**src/hw/tmc_pkg.sv**
```systemverilog
// package of register map, field positions and mode codes for the timer modulo/channel block
package tmc_pkg;
    localparam logic [7:0] ADDR_MOD_LOW = 8'h00;
    localparam logic [7:0] ADDR_MOD_HIGH = 8'h04;
    localparam logic [7:0] ADDR_TIMER_CTRL = 8'h08;
    localparam logic [7:0] ADDR_COUNT_LOW = 8'h0c;
    localparam logic [7:0] ADDR_COUNT_HIGH = 8'h10;
    localparam logic [7:0] ADDR_CHAN_BASE = 8'h20;
    localparam logic [7:0] ADDR_CHAN_VAL_BASE = 8'h40;
    localparam logic [15:0] MOD_RESET = 16'h0000;
    localparam logic [15:0] COUNT_ZERO = 16'h0000;
    localparam logic [15:0] COUNT_FULL = 16'hffff;
    localparam int FLAG_BIT = 7;
    localparam int IRQ_EN_BIT = 6;
    localparam int MODE_HIGH_BIT = 5;
    localparam int MODE_LOW_BIT = 4;
    localparam int ELS_HIGH_BIT = 3;
    localparam int ELS_LOW_BIT = 2;
    localparam int TCTRL_OVF_BIT = 7;
    localparam int TCTRL_OVF_IE_BIT = 6;
    localparam int TCTRL_CPWM_BIT = 5;
    localparam int TCTRL_RUN_BIT = 0;
    localparam logic [1:0] ELS_NONE = 2'b00;
    localparam logic [1:0] ELS_01 = 2'b01;
    localparam logic [1:0] ELS_10 = 2'b10;
    localparam logic [1:0] ELS_11 = 2'b11;
    typedef enum logic [1:0] {
        TMC_CAPTURE = 2'b00,
        TMC_COMPARE = 2'b01,
        TMC_EPWM = 2'b11,
        TMC_CPWM = 2'b10
    } tmc_mode_t;
endpackage

```
**src/hw/tmc_top.sv**
```systemverilog
// timer modulo compare, overflow and per-channel status/control with apb access
//
// Decided for this implementation: the APB register port and the address map.
`timescale 1ns/10ps
`default_nettype none
module tmc_top
    import tmc_pkg::*;
#(
    parameter int NCH = 2
) (
    input wire logic clock_in, // 10 mhz system clock
    input wire logic rst_n_in, // async reset, active low
    input wire logic psel_in, // apb select
    input wire logic penable_in, // apb enable
    input wire logic pwrite_in, // apb direction
    input wire logic [7:0] paddr_in, // apb byte address
    input wire logic [31:0] pwdata_in, // apb write data
    output logic [31:0] prdata_out, // apb read data
    output logic pready_out, // apb ready
    output logic pslverr_out, // apb error on unmapped address
    input wire logic debug_halt_in, // processor in background debug
    input wire logic [NCH-1:0] chan_pin_in, // channel pin levels
    output logic [NCH-1:0] chan_pin_out, // channel pin drive value
    output logic [NCH-1:0] chan_pin_oe_out, // channel owns the pin
    output logic [NCH-1:0] chan_irq_out, // channel interrupt request
    output logic overflow_irq_out // overflow interrupt request
);
    localparam int AW = (NCH > 1) ? $clog2(NCH) : 1;

    logic [15:0] modulo;
    logic [15:0] count;
    logic count_down;
    logic mod_low_pend;
    logic mod_high_pend;
    logic overflow_flag;
    logic ovf_armed;
    logic ovf_irq_enable;
    logic center_pwm_select;
    logic timer_run;
    logic [7:0] count_latch_high;
    logic count_latched;
    logic [NCH-1:0] channel_event_flag;
    logic [NCH-1:0] clear_armed;
    logic [NCH-1:0] channel_irq_enable;
    logic [NCH-1:0] mode_select_high;
    logic [NCH-1:0] mode_select_low;
    logic [1:0] edge_level_select [NCH];
    logic [NCH-1:0] pin_prev;
    logic [NCH-1:0] chan_event;
    logic [15:0] chan_value [NCH];
    logic [AW-1:0] rd_idx;
    logic [15:0] mem_rd_data;

    wire access = psel_in && penable_in && !pready_out; // a second access cycle must not repeat side effects
    wire wr = access && pwrite_in;
    wire rd = access && !pwrite_in;
    wire tick = timer_run && !debug_halt_in;
    wire [15:0] terminal = (modulo == MOD_RESET) ? COUNT_FULL : modulo;
    wire at_terminal = (count == terminal);
    wire turn_point = center_pwm_select ? (count_down && count == COUNT_ZERO) : at_terminal;
    wire ovf_event = tick && (center_pwm_select ? (!count_down && at_terminal) : at_terminal);
    wire mod_pending = mod_low_pend || mod_high_pend;

    function automatic logic is_chan(input logic [7:0] a, input logic [7:0] base);
        is_chan = (a >= base) && (a < base + 8'(4 * NCH)) && (a[1:0] == 2'b00);
    endfunction

    function automatic logic [AW-1:0] chan_idx(input logic [7:0] a, input logic [7:0] base);
        logic [7:0] off;
        off = a - base;
        chan_idx = off[AW+1:2];
    endfunction

    function automatic tmc_mode_t chan_mode(input logic cpwm, input logic msb, input logic msa);
        if (cpwm) begin
            chan_mode = TMC_CPWM;
        end else if (msb) begin
            chan_mode = TMC_EPWM;
        end else if (msa) begin
            chan_mode = TMC_COMPARE;
        end else begin
            chan_mode = TMC_CAPTURE;
        end
    endfunction

    wire mapped = (paddr_in == ADDR_MOD_LOW) || (paddr_in == ADDR_MOD_HIGH) || (paddr_in == ADDR_TIMER_CTRL) ||
        (paddr_in == ADDR_COUNT_LOW) || (paddr_in == ADDR_COUNT_HIGH) ||
        is_chan(paddr_in, ADDR_CHAN_BASE) || is_chan(paddr_in, ADDR_CHAN_VAL_BASE);

    // counter: up count or up/down in center mode, frozen in debug
    always_ff @(posedge clock_in or negedge rst_n_in) begin
        if (!rst_n_in) begin
            count <= COUNT_ZERO;
            count_down <= 1'b0;
        end else if (wr && (paddr_in == ADDR_COUNT_LOW || paddr_in == ADDR_COUNT_HIGH)) begin
            count <= COUNT_ZERO;
            count_down <= 1'b0;
        end else if (tick) begin
            if (center_pwm_select) begin
                if (!count_down && at_terminal) begin
                    count_down <= 1'b1;
                    count <= count - 16'h0001;
                end else if (count_down && count == COUNT_ZERO) begin
                    count_down <= 1'b0;
                    count <= count + 16'h0001;
                end else begin
                    count <= count_down ? count - 16'h0001 : count + 16'h0001;
                end
            end else begin
                count_down <= 1'b0;
                count <= at_terminal ? COUNT_ZERO : count + 16'h0001;
            end
        end
    end

    // modulo bytes with split-write suppression
    always_ff @(posedge clock_in or negedge rst_n_in) begin
        if (!rst_n_in) begin
            modulo <= MOD_RESET;
            mod_low_pend <= 1'b0;
            mod_high_pend <= 1'b0;
        end else if (wr && paddr_in == ADDR_MOD_LOW) begin
            modulo[7:0] <= pwdata_in[7:0];
            mod_low_pend <= !mod_high_pend;
            mod_high_pend <= 1'b0;
        end else if (wr && paddr_in == ADDR_MOD_HIGH) begin
            modulo[15:8] <= pwdata_in[7:0];
            mod_high_pend <= !mod_low_pend;
            mod_low_pend <= 1'b0;
        end
    end

    // timer control and overflow flag, set wins over the clearing write
    always_ff @(posedge clock_in or negedge rst_n_in) begin
        if (!rst_n_in) begin
            overflow_flag <= 1'b0;
            ovf_armed <= 1'b0;
            ovf_irq_enable <= 1'b0;
            center_pwm_select <= 1'b0;
            timer_run <= 1'b0;
        end else begin
            if (ovf_event && !mod_pending) begin
                overflow_flag <= 1'b1;
                ovf_armed <= 1'b0;
            end else if (wr && paddr_in == ADDR_TIMER_CTRL) begin
                if (ovf_armed && !pwdata_in[TCTRL_OVF_BIT]) begin
                    overflow_flag <= 1'b0;
                end
                ovf_armed <= 1'b0;
            end else if (rd && paddr_in == ADDR_TIMER_CTRL && overflow_flag) begin
                ovf_armed <= 1'b1;
            end
            if (wr && paddr_in == ADDR_TIMER_CTRL) begin
                ovf_irq_enable <= pwdata_in[TCTRL_OVF_IE_BIT];
                center_pwm_select <= pwdata_in[TCTRL_CPWM_BIT];
                timer_run <= pwdata_in[TCTRL_RUN_BIT];
            end
        end
    end

    // byte coherency latch for counter reads, frozen while halted
    always_ff @(posedge clock_in or negedge rst_n_in) begin
        if (!rst_n_in) begin
            count_latch_high <= 8'h00;
            count_latched <= 1'b0;
        end else if (wr && (paddr_in == ADDR_COUNT_LOW || paddr_in == ADDR_COUNT_HIGH ||
                            paddr_in == ADDR_TIMER_CTRL)) begin
            count_latched <= 1'b0;
        end else if (rd && paddr_in == ADDR_COUNT_LOW && !debug_halt_in) begin
            count_latch_high <= count[15:8];
            count_latched <= 1'b1;
        end else if (rd && paddr_in == ADDR_COUNT_HIGH && !debug_halt_in) begin
            count_latched <= 1'b0;
        end
    end

    // per-channel event detection and status/control
    generate
        for (genvar g = 0; g < NCH; g++) begin : g_chan
            tmc_mode_t mode;
            wire rise = chan_pin_in[g] && !pin_prev[g];
            wire fall = !chan_pin_in[g] && pin_prev[g];
            wire csc_hit = (paddr_in == ADDR_CHAN_BASE + 8'(4 * g));
            assign mode = chan_mode(center_pwm_select, mode_select_high[g], mode_select_low[g]);
            always_comb begin
                chan_event[g] = 1'b0;
                if (mode == TMC_CAPTURE) begin
                    case (edge_level_select[g])
                        ELS_01: chan_event[g] = rise;
                        ELS_10: chan_event[g] = fall;
                        ELS_11: chan_event[g] = rise || fall;
                        default: chan_event[g] = 1'b0;
                    endcase
                end else begin
                    chan_event[g] = tick && (count == chan_value[g]);
                end
            end

            always_ff @(posedge clock_in or negedge rst_n_in) begin
                if (!rst_n_in) begin
                    pin_prev[g] <= 1'b0;
                end else begin
                    pin_prev[g] <= chan_pin_in[g];
                end
            end

            always_ff @(posedge clock_in or negedge rst_n_in) begin
                if (!rst_n_in) begin
                    channel_event_flag[g] <= 1'b0;
                    clear_armed[g] <= 1'b0;
                    channel_irq_enable[g] <= 1'b0;
                    mode_select_high[g] <= 1'b0;
                    mode_select_low[g] <= 1'b0;
                    edge_level_select[g] <= ELS_NONE;
                end else begin
                    if (chan_event[g]) begin
                        channel_event_flag[g] <= 1'b1;
                        clear_armed[g] <= 1'b0;
                    end else if (wr && csc_hit) begin
                        if (clear_armed[g] && !pwdata_in[FLAG_BIT]) begin
                            channel_event_flag[g] <= 1'b0;
                        end
                        clear_armed[g] <= 1'b0;
                    end else if (rd && csc_hit && channel_event_flag[g]) begin
                        clear_armed[g] <= 1'b1;
                    end
                    if (wr && csc_hit) begin
                        channel_irq_enable[g] <= pwdata_in[IRQ_EN_BIT];
                        mode_select_high[g] <= pwdata_in[MODE_HIGH_BIT];
                        mode_select_low[g] <= pwdata_in[MODE_LOW_BIT];
                        edge_level_select[g] <= pwdata_in[ELS_HIGH_BIT:ELS_LOW_BIT];
                    end
                end
            end

            // pin drive: compare actions and pwm polarity
            always_ff @(posedge clock_in or negedge rst_n_in) begin
                if (!rst_n_in) begin
                    chan_pin_out[g] <= 1'b0;
                    chan_pin_oe_out[g] <= 1'b0;
                end else begin
                    chan_pin_oe_out[g] <= (edge_level_select[g] != ELS_NONE) && (mode != TMC_CAPTURE);
                    if (mode == TMC_COMPARE && chan_event[g]) begin
                        case (edge_level_select[g])
                            ELS_01: chan_pin_out[g] <= !chan_pin_out[g];
                            ELS_10: chan_pin_out[g] <= 1'b0;
                            ELS_11: chan_pin_out[g] <= 1'b1;
                            default: chan_pin_out[g] <= chan_pin_out[g];
                        endcase
                    end else if (mode == TMC_EPWM) begin
                        if (chan_event[g]) begin
                            chan_pin_out[g] <= edge_level_select[g][0];
                        end else if (tick && count == terminal) begin
                            chan_pin_out[g] <= !edge_level_select[g][0];
                        end
                    end else if (mode == TMC_CPWM) begin
                        if (chan_event[g]) begin
                            chan_pin_out[g] <= count_down ? !edge_level_select[g][0] : edge_level_select[g][0];
                        end
                    end
                end
            end

            always_ff @(posedge clock_in or negedge rst_n_in) begin
                if (!rst_n_in) begin
                    chan_irq_out[g] <= 1'b0;
                end else begin
                    chan_irq_out[g] <= channel_event_flag[g] && channel_irq_enable[g];
                end
            end
        end
    endgenerate

    // channel value store; read data registered from the setup-phase address, so reads answer with the same timing as other registers
    assign rd_idx = chan_idx(paddr_in, ADDR_CHAN_VAL_BASE);
    always_ff @(posedge clock_in or negedge rst_n_in) begin
        if (!rst_n_in) begin
            for (int i = 0; i < NCH; i++) begin
                chan_value[i] <= COUNT_ZERO;
            end
        end else if (wr && is_chan(paddr_in, ADDR_CHAN_VAL_BASE)) begin
            chan_value[rd_idx] <= pwdata_in[15:0];
        end
    end

    tmc_chan_mem #(.DEPTH(NCH), .AW(AW)) u_mem (
        .clock_in(clock_in),
        .rst_n_in(rst_n_in),
        .wr_en_in(wr && is_chan(paddr_in, ADDR_CHAN_VAL_BASE)),
        .wr_addr_in(rd_idx),
        .wr_data_in(pwdata_in[15:0]),
        .rd_addr_in(rd_idx),
        .rd_data_out(mem_rd_data)
    );

    always_ff @(posedge clock_in or negedge rst_n_in) begin
        if (!rst_n_in) begin
            overflow_irq_out <= 1'b0;
        end else begin
            overflow_irq_out <= overflow_flag && ovf_irq_enable;
        end
    end

    // apb: every access takes two cycles in the access phase (wait then ready)
    logic [NCH-1:0] csc_sel;
    always_comb begin
        for (int i = 0; i < NCH; i++) begin
            csc_sel[i] = (paddr_in == ADDR_CHAN_BASE + 8'(4 * i));
        end
    end

    always_ff @(posedge clock_in or negedge rst_n_in) begin
        if (!rst_n_in) begin
            pready_out <= 1'b0;
            pslverr_out <= 1'b0;
            prdata_out <= 32'h0000_0000;
        end else if (psel_in && penable_in && !pready_out) begin
            pready_out <= 1'b1;
            pslverr_out <= !mapped;
            prdata_out <= 32'h0000_0000;
            if (!pwrite_in) begin
                if (paddr_in == ADDR_MOD_LOW) begin
                    prdata_out[7:0] <= modulo[7:0];
                end else if (paddr_in == ADDR_MOD_HIGH) begin
                    prdata_out[7:0] <= modulo[15:8];
                end else if (paddr_in == ADDR_TIMER_CTRL) begin
                    prdata_out[7:0] <= {overflow_flag, ovf_irq_enable, center_pwm_select, 4'h0, timer_run};
                end else if (paddr_in == ADDR_COUNT_LOW) begin
                    prdata_out[7:0] <= count[7:0];
                end else if (paddr_in == ADDR_COUNT_HIGH) begin
                    prdata_out[7:0] <= count_latched ? count_latch_high : count[15:8];
                end else if (is_chan(paddr_in, ADDR_CHAN_VAL_BASE)) begin
                    prdata_out[15:0] <= mem_rd_data;
                end else begin
                    for (int i = 0; i < NCH; i++) begin
                        if (csc_sel[i]) begin
                            prdata_out[7:0] <= {channel_event_flag[i], channel_irq_enable[i], mode_select_high[i],
                                                mode_select_low[i], edge_level_select[i], 2'b00};
                        end
                    end
                end
            end
        end else begin
            pready_out <= 1'b0;
            pslverr_out <= 1'b0;
        end
    end
endmodule
`default_nettype wire

```
**src/hw/tmc_chan_mem.sv**
```systemverilog
// small register file holding the per-channel compare values, registered read port
`timescale 1ns/10ps
`default_nettype none
module tmc_chan_mem
    import tmc_pkg::*;
#(
    parameter int DEPTH = 2,
    parameter int AW = 1
) (
    input wire logic clock_in, // system clock
    input wire logic rst_n_in, // async reset, active low
    input wire logic wr_en_in, // write strobe
    input wire logic [AW-1:0] wr_addr_in, // write index
    input wire logic [15:0] wr_data_in, // write data
    input wire logic [AW-1:0] rd_addr_in, // read index
    output logic [15:0] rd_data_out // registered read data
);
    logic [15:0] mem [DEPTH];

    always_ff @(posedge clock_in or negedge rst_n_in) begin
        if (!rst_n_in) begin
            for (int i = 0; i < DEPTH; i++) begin
                mem[i] <= COUNT_ZERO;
            end
        end else if (wr_en_in) begin
            mem[wr_addr_in] <= wr_data_in;
        end
    end

    always_ff @(posedge clock_in or negedge rst_n_in) begin
        if (!rst_n_in) begin
            rd_data_out <= COUNT_ZERO;
        end else begin
            rd_data_out <= mem[rd_addr_in];
        end
    end
endmodule
`default_nettype wire

```
**config.mk**
```make
export PLATFORM = sky130hd
export DESIGN_NAME = tmc_top
export DESIGN_NICKNAME = d
export VERILOG_FILES = /design/src/hw/tmc_pkg.sv /design/src/hw/tmc_top.sv /design/src/hw/tmc_chan_mem.sv
export SDC_FILE = /design/constraint.sdc
export NUM_CORES = 1
export LEC_CHECK = 0
export BUFFER_PORTS_ARGS = -buffer_cell sky130_fd_sc_hd__buf_2
export CELL_PAD_IN_SITES_DETAIL_PLACEMENT = 1
export CELL_PAD_IN_SITES_GLOBAL_PLACEMENT = 1
export CORE_ASPECT_RATIO = 0.6
export CORE_MARGIN = 2
export CORE_UTILIZATION = 50
export DETAILED_ROUTE_END_ITERATION = 10
export PLACE_DENSITY_LB_ADDON = 0.1
export REMOVE_ABC_BUFFERS = 1
export SETUP_SLACK_MARGIN = 0.2
export SLEW_MARGIN = 20
export SYNTH_ARGS = -nofsm -noshare
export SYNTH_HDL_FRONTEND = slang
export SYNTH_SLANG_ARGS = --single-unit
export TNS_END_PERCENT = 20
```
**constraint.sdc**
```tcl
create_clock -name clock_in -period 9.6 [get_ports clock_in]
set_input_delay 0.96 -clock clock_in [delete_from_list [all_inputs] [get_ports clock_in]]
set_output_delay 0.96 -clock clock_in [all_outputs]
set_load 0.05 [all_outputs]
```
==> flow_metrics.py <==
metrics = {
    "status": {
        "status": "completed",
    },
    "timing": {
        "rsz0062_at_grt": "no",
        "slew_headroom_pct": 23.2,
        "min_period_ns": 3.97,
        "fmax_mhz": 252,
        "fin_tns_setup_ns": 0,
        "worst_pin_slew_ns": 1.15,
        "slew_viol_final": 0,
        "hold-worst-slack_ns": 0.464,
        "fin_crit_sh_pct": 41.4,
        "setup_violations": 0,
        "report.final.hold_viol_count": 0,
        "fin_skew_ns": 0.0126,
    },
    "setup_path": {
        "r2r_slack_ns": 5.63,
        "r2r-end": "count[10]",
        "worstPathArrival_ns": 4.33,
        "r2r_start": "modulo[11]",
        "crit_type": "flop to flop",
        "worst_r2r_path_depth": 9,
        "endpoint_kind": "flop",
        "cp-start-kind": "flop",
        "cp_max_fo": 16,
        "cp_data_required_time_ns": 9.96,
        "crit_start": "modulo[11]",
        "endpoint": "count[10]",
    },
    "detailed_routing": {
        "drt_pass1_iterations": 5,
        "num_vias": 6297,
        "wl_mm": 24.0,
        "wl_per_cell_microns": 23.8,
        "drt-initial-drc-count": 528,
        "viasPerCell": 6.24,
        "drc": 0,
        "ant_nets": 0,
    },
    "synth": {
        "synth_area_sq_um": 7820,
        "synth_most_common_cell": "dfrtp_1",
        "syn_avg_cell_area_sq_um": 10.2,
        "yosys_most_used_dff": "dfrtp_1",
        "synth_seq_cells": 138,
        "synth_warnings": 0,
        "synthArstFlopShare_pct": 100,
        "ys_top_cells_by_count": "dfrtp_1, mux2_2, nand2_1, nor2_1, clkbuf_1",
        "synth_enable_flop_cells": 0,
        "yosys-top-cells-area": "dfrtp_1, mux2_2, xnor2_1",
        "syn_inst": 765,
        "netlist.area_leader.share_pct": 44.2,
        "synth_top_area_cell": "dfrtp_1",
        "synth-seq-area-share_pct": 44.2,
        "ys_types": 68,
    },
    "global_routing": {
        "grt_usage_pct": 30.0,
        "grt_pass1_wl_mm": 37.2,
        "antenna_found_initial": 0,
        "grt_max_degree": 80,
        "grt_pass1_vias": 6534,
        "grt_overflow_total": 0,
    },
    "die": {
        "floorplan.initialDensity_pct": 51.0,
        "dieArea_sq_um": 16700,
        "die_h_microns": 101,
        "dieWidth_microns": 165,
        "ioPinCount": 89,
        "coreArea_sq_um": 15300,
        "rows": 35,
    },
    "final_layout": {
        "drive_gt1_share_pct": 24.4,
        "layoutNonFillerInstCount": 1009,
        "nets": 856,
        "syn_to_final_growth_pct": 11.8,
        "diodes": 0,
        "fin_util_pct": 57.0,
    },
    "power": {
        "power_frac_comb_pct": 10.3,
        "power_frac_clock_pct": 46.9,
        "p_per_area_nw_per_um2": 167,
        "p_switching_uw": 422,
        "p_seq_share_pct": 42.8,
        "p_int_uw": 1040,
        "power_switching_share_pct": 28.8,
        "p_leak_uw": 0.00423,
        "p_total_uw": 1460,
        "irDropWorstVdd_v": 0.0000815,
    },
    "cts": {
        "hold_buffers": 0,
        "cts_inserted_buffers": 17,
        "root_buffer": "clkbuf_16",
        "cts_num_sinks": 138,
        "path_clk_slew_ns": 0.07,
        "post_cts_buffers": 0,
        "cts_tree": "built",
        "cts_resized": 0,
        "clk-insertion-delay-late_ns": 0.42,
        "htree_num_levels": 4,
        "clk_path_buf_depth": 2,
    },
    "placement": {
        "globalplace.congestion": 0.893,
        "dp_hpwl_mm": 17.1,
        "io_buffers": 56,
        "dp_cells": 977,
    },
    "min_path": {
        "min_path_type": "flop to flop",
    },
    "run": {
        "drv_cap": 0,
    },
}
-- per-layer routing --
| metal | part of all wire, % | vias to the layer above | global-route usage, % | routed length [microns] |
|---|---|---|---|---|
| met3 | 7.5 | 41 | 6.87 | 1810 |
| met1 | 45 | 3238 | 41.8 | 10800 |
| met4 | 2.2 | 0 | 11.2 | 525 |
| li1 | - | 2800 | - | - |
| met5 | 0 | - | 0 | 0 |
| met2 | 45 | 218 | 46.0 | 10900 |
-- flip-flops by register name, indices dropped and copies added, names as in the netlist, 2 cells and up --
name / flops
mode_select_low: 2
chan_pin_oe_out: 2
count_latch_high: 8
prdata_out: 16
channel_event_flag: 2
chan_pin_out: 2
mode_select_high: 2
edge_level_select: 4
pin_prev: 2
clear_armed: 2
u_mem.rd_data_out: 16
modulo: 16
chan_irq_out: 2
count: 16
chan_value: 16
u_mem.mem: 16
channel_irq_enable: 2
-- how the worst min path moves through the flow --
stage,from,end,slack [ns],depth (start not counted)
6_report,prdata_out[9],prdata_out[9],0.46,2
5_1_grt,prdata_out[0],prdata_out[0],0.48,1
4_1_cts,u_mem.rd_data_out[14],prdata_out[14],0.47,2
3_5_place_dp,prdata_out[9],prdata_out[9],0.46,2
3_3_place_gp,prdata_out[14],prdata_out[14],0.45,2
2_1_floorplan,u_mem.rd_data_out[10],prdata_out[10],0.44,2
-- through the flow --
stage                     cell area, sq um  setup WS [ns]
after global placement                8110           5.39
after CTS                             8710           5.23
final                                 8740           5.63
after global routing                  8740           5.35
after floorplan                       7530           6.07
after detailed placement              8110           5.33
-- power by group through the flow --
stage	Clock [uW]	Combinational (uW)	Sequential [uW]
after floorplan	0	91.8	626
after global placement	0	141	635
after detailed placement	0	148	637
after CTS	691	150	626
after global routing	716	166	628
final	686	151	627
-- critical path, cell delays in order (launching register included) --
cell and delay, ns:
dfrtp_1 0.43, nor4_4 0.77, a41oi_1 0.33, xnor2_1 0.21, nor4_1 0.44, nand4_2 0.34
a21o_1 0.50, or4_4 0.51, a211o_1 0.30, o21ai_1 0.07
-- placed cells by master (no fill, tap or decap), drive strengths merged, types with 15 or more instances in the layout --
cell    count
nand2      58
dfrtp     138
xor2       24
nor2       42
a41oi      17
buf        61
o21ai      39
clkbuf     17
nor4       19
inv        32
conb       16
mux2       87
ha         15
a21oi      28
nand3      23
xnor2      25
-- layout make-up --
| class | instances | area, sq um |
|---|---|---|
| fill | 1696 | 6590 |
| multi-input combinational | 551 | 4010 |
| sequential | 138 | 3450 |
| clock buffer | 17 | 425 |
| timing repair buffer | 61 | 328 |
| tap | 203 | 254 |
| clock inverter | 15 | 178 |
| inverter | 24 | 90.1 |
-- kinds of logic after synthesis --
| group | synth area share [%] |
|---|---|
| AND/OR/NAND/NOR | 14.9 |
| buffers and inverters | 5.60 |
| XOR/XNOR | 5.49 |
| flip-flops | 44.2 |
| other | 0.0480 |
| AO/OA/AOI/OAI | 13.0 |
| adder cells (fa/ha/maj) | 2.40 |
| multiplexers | 14.3 |
(Power assumes the default switching activity.)
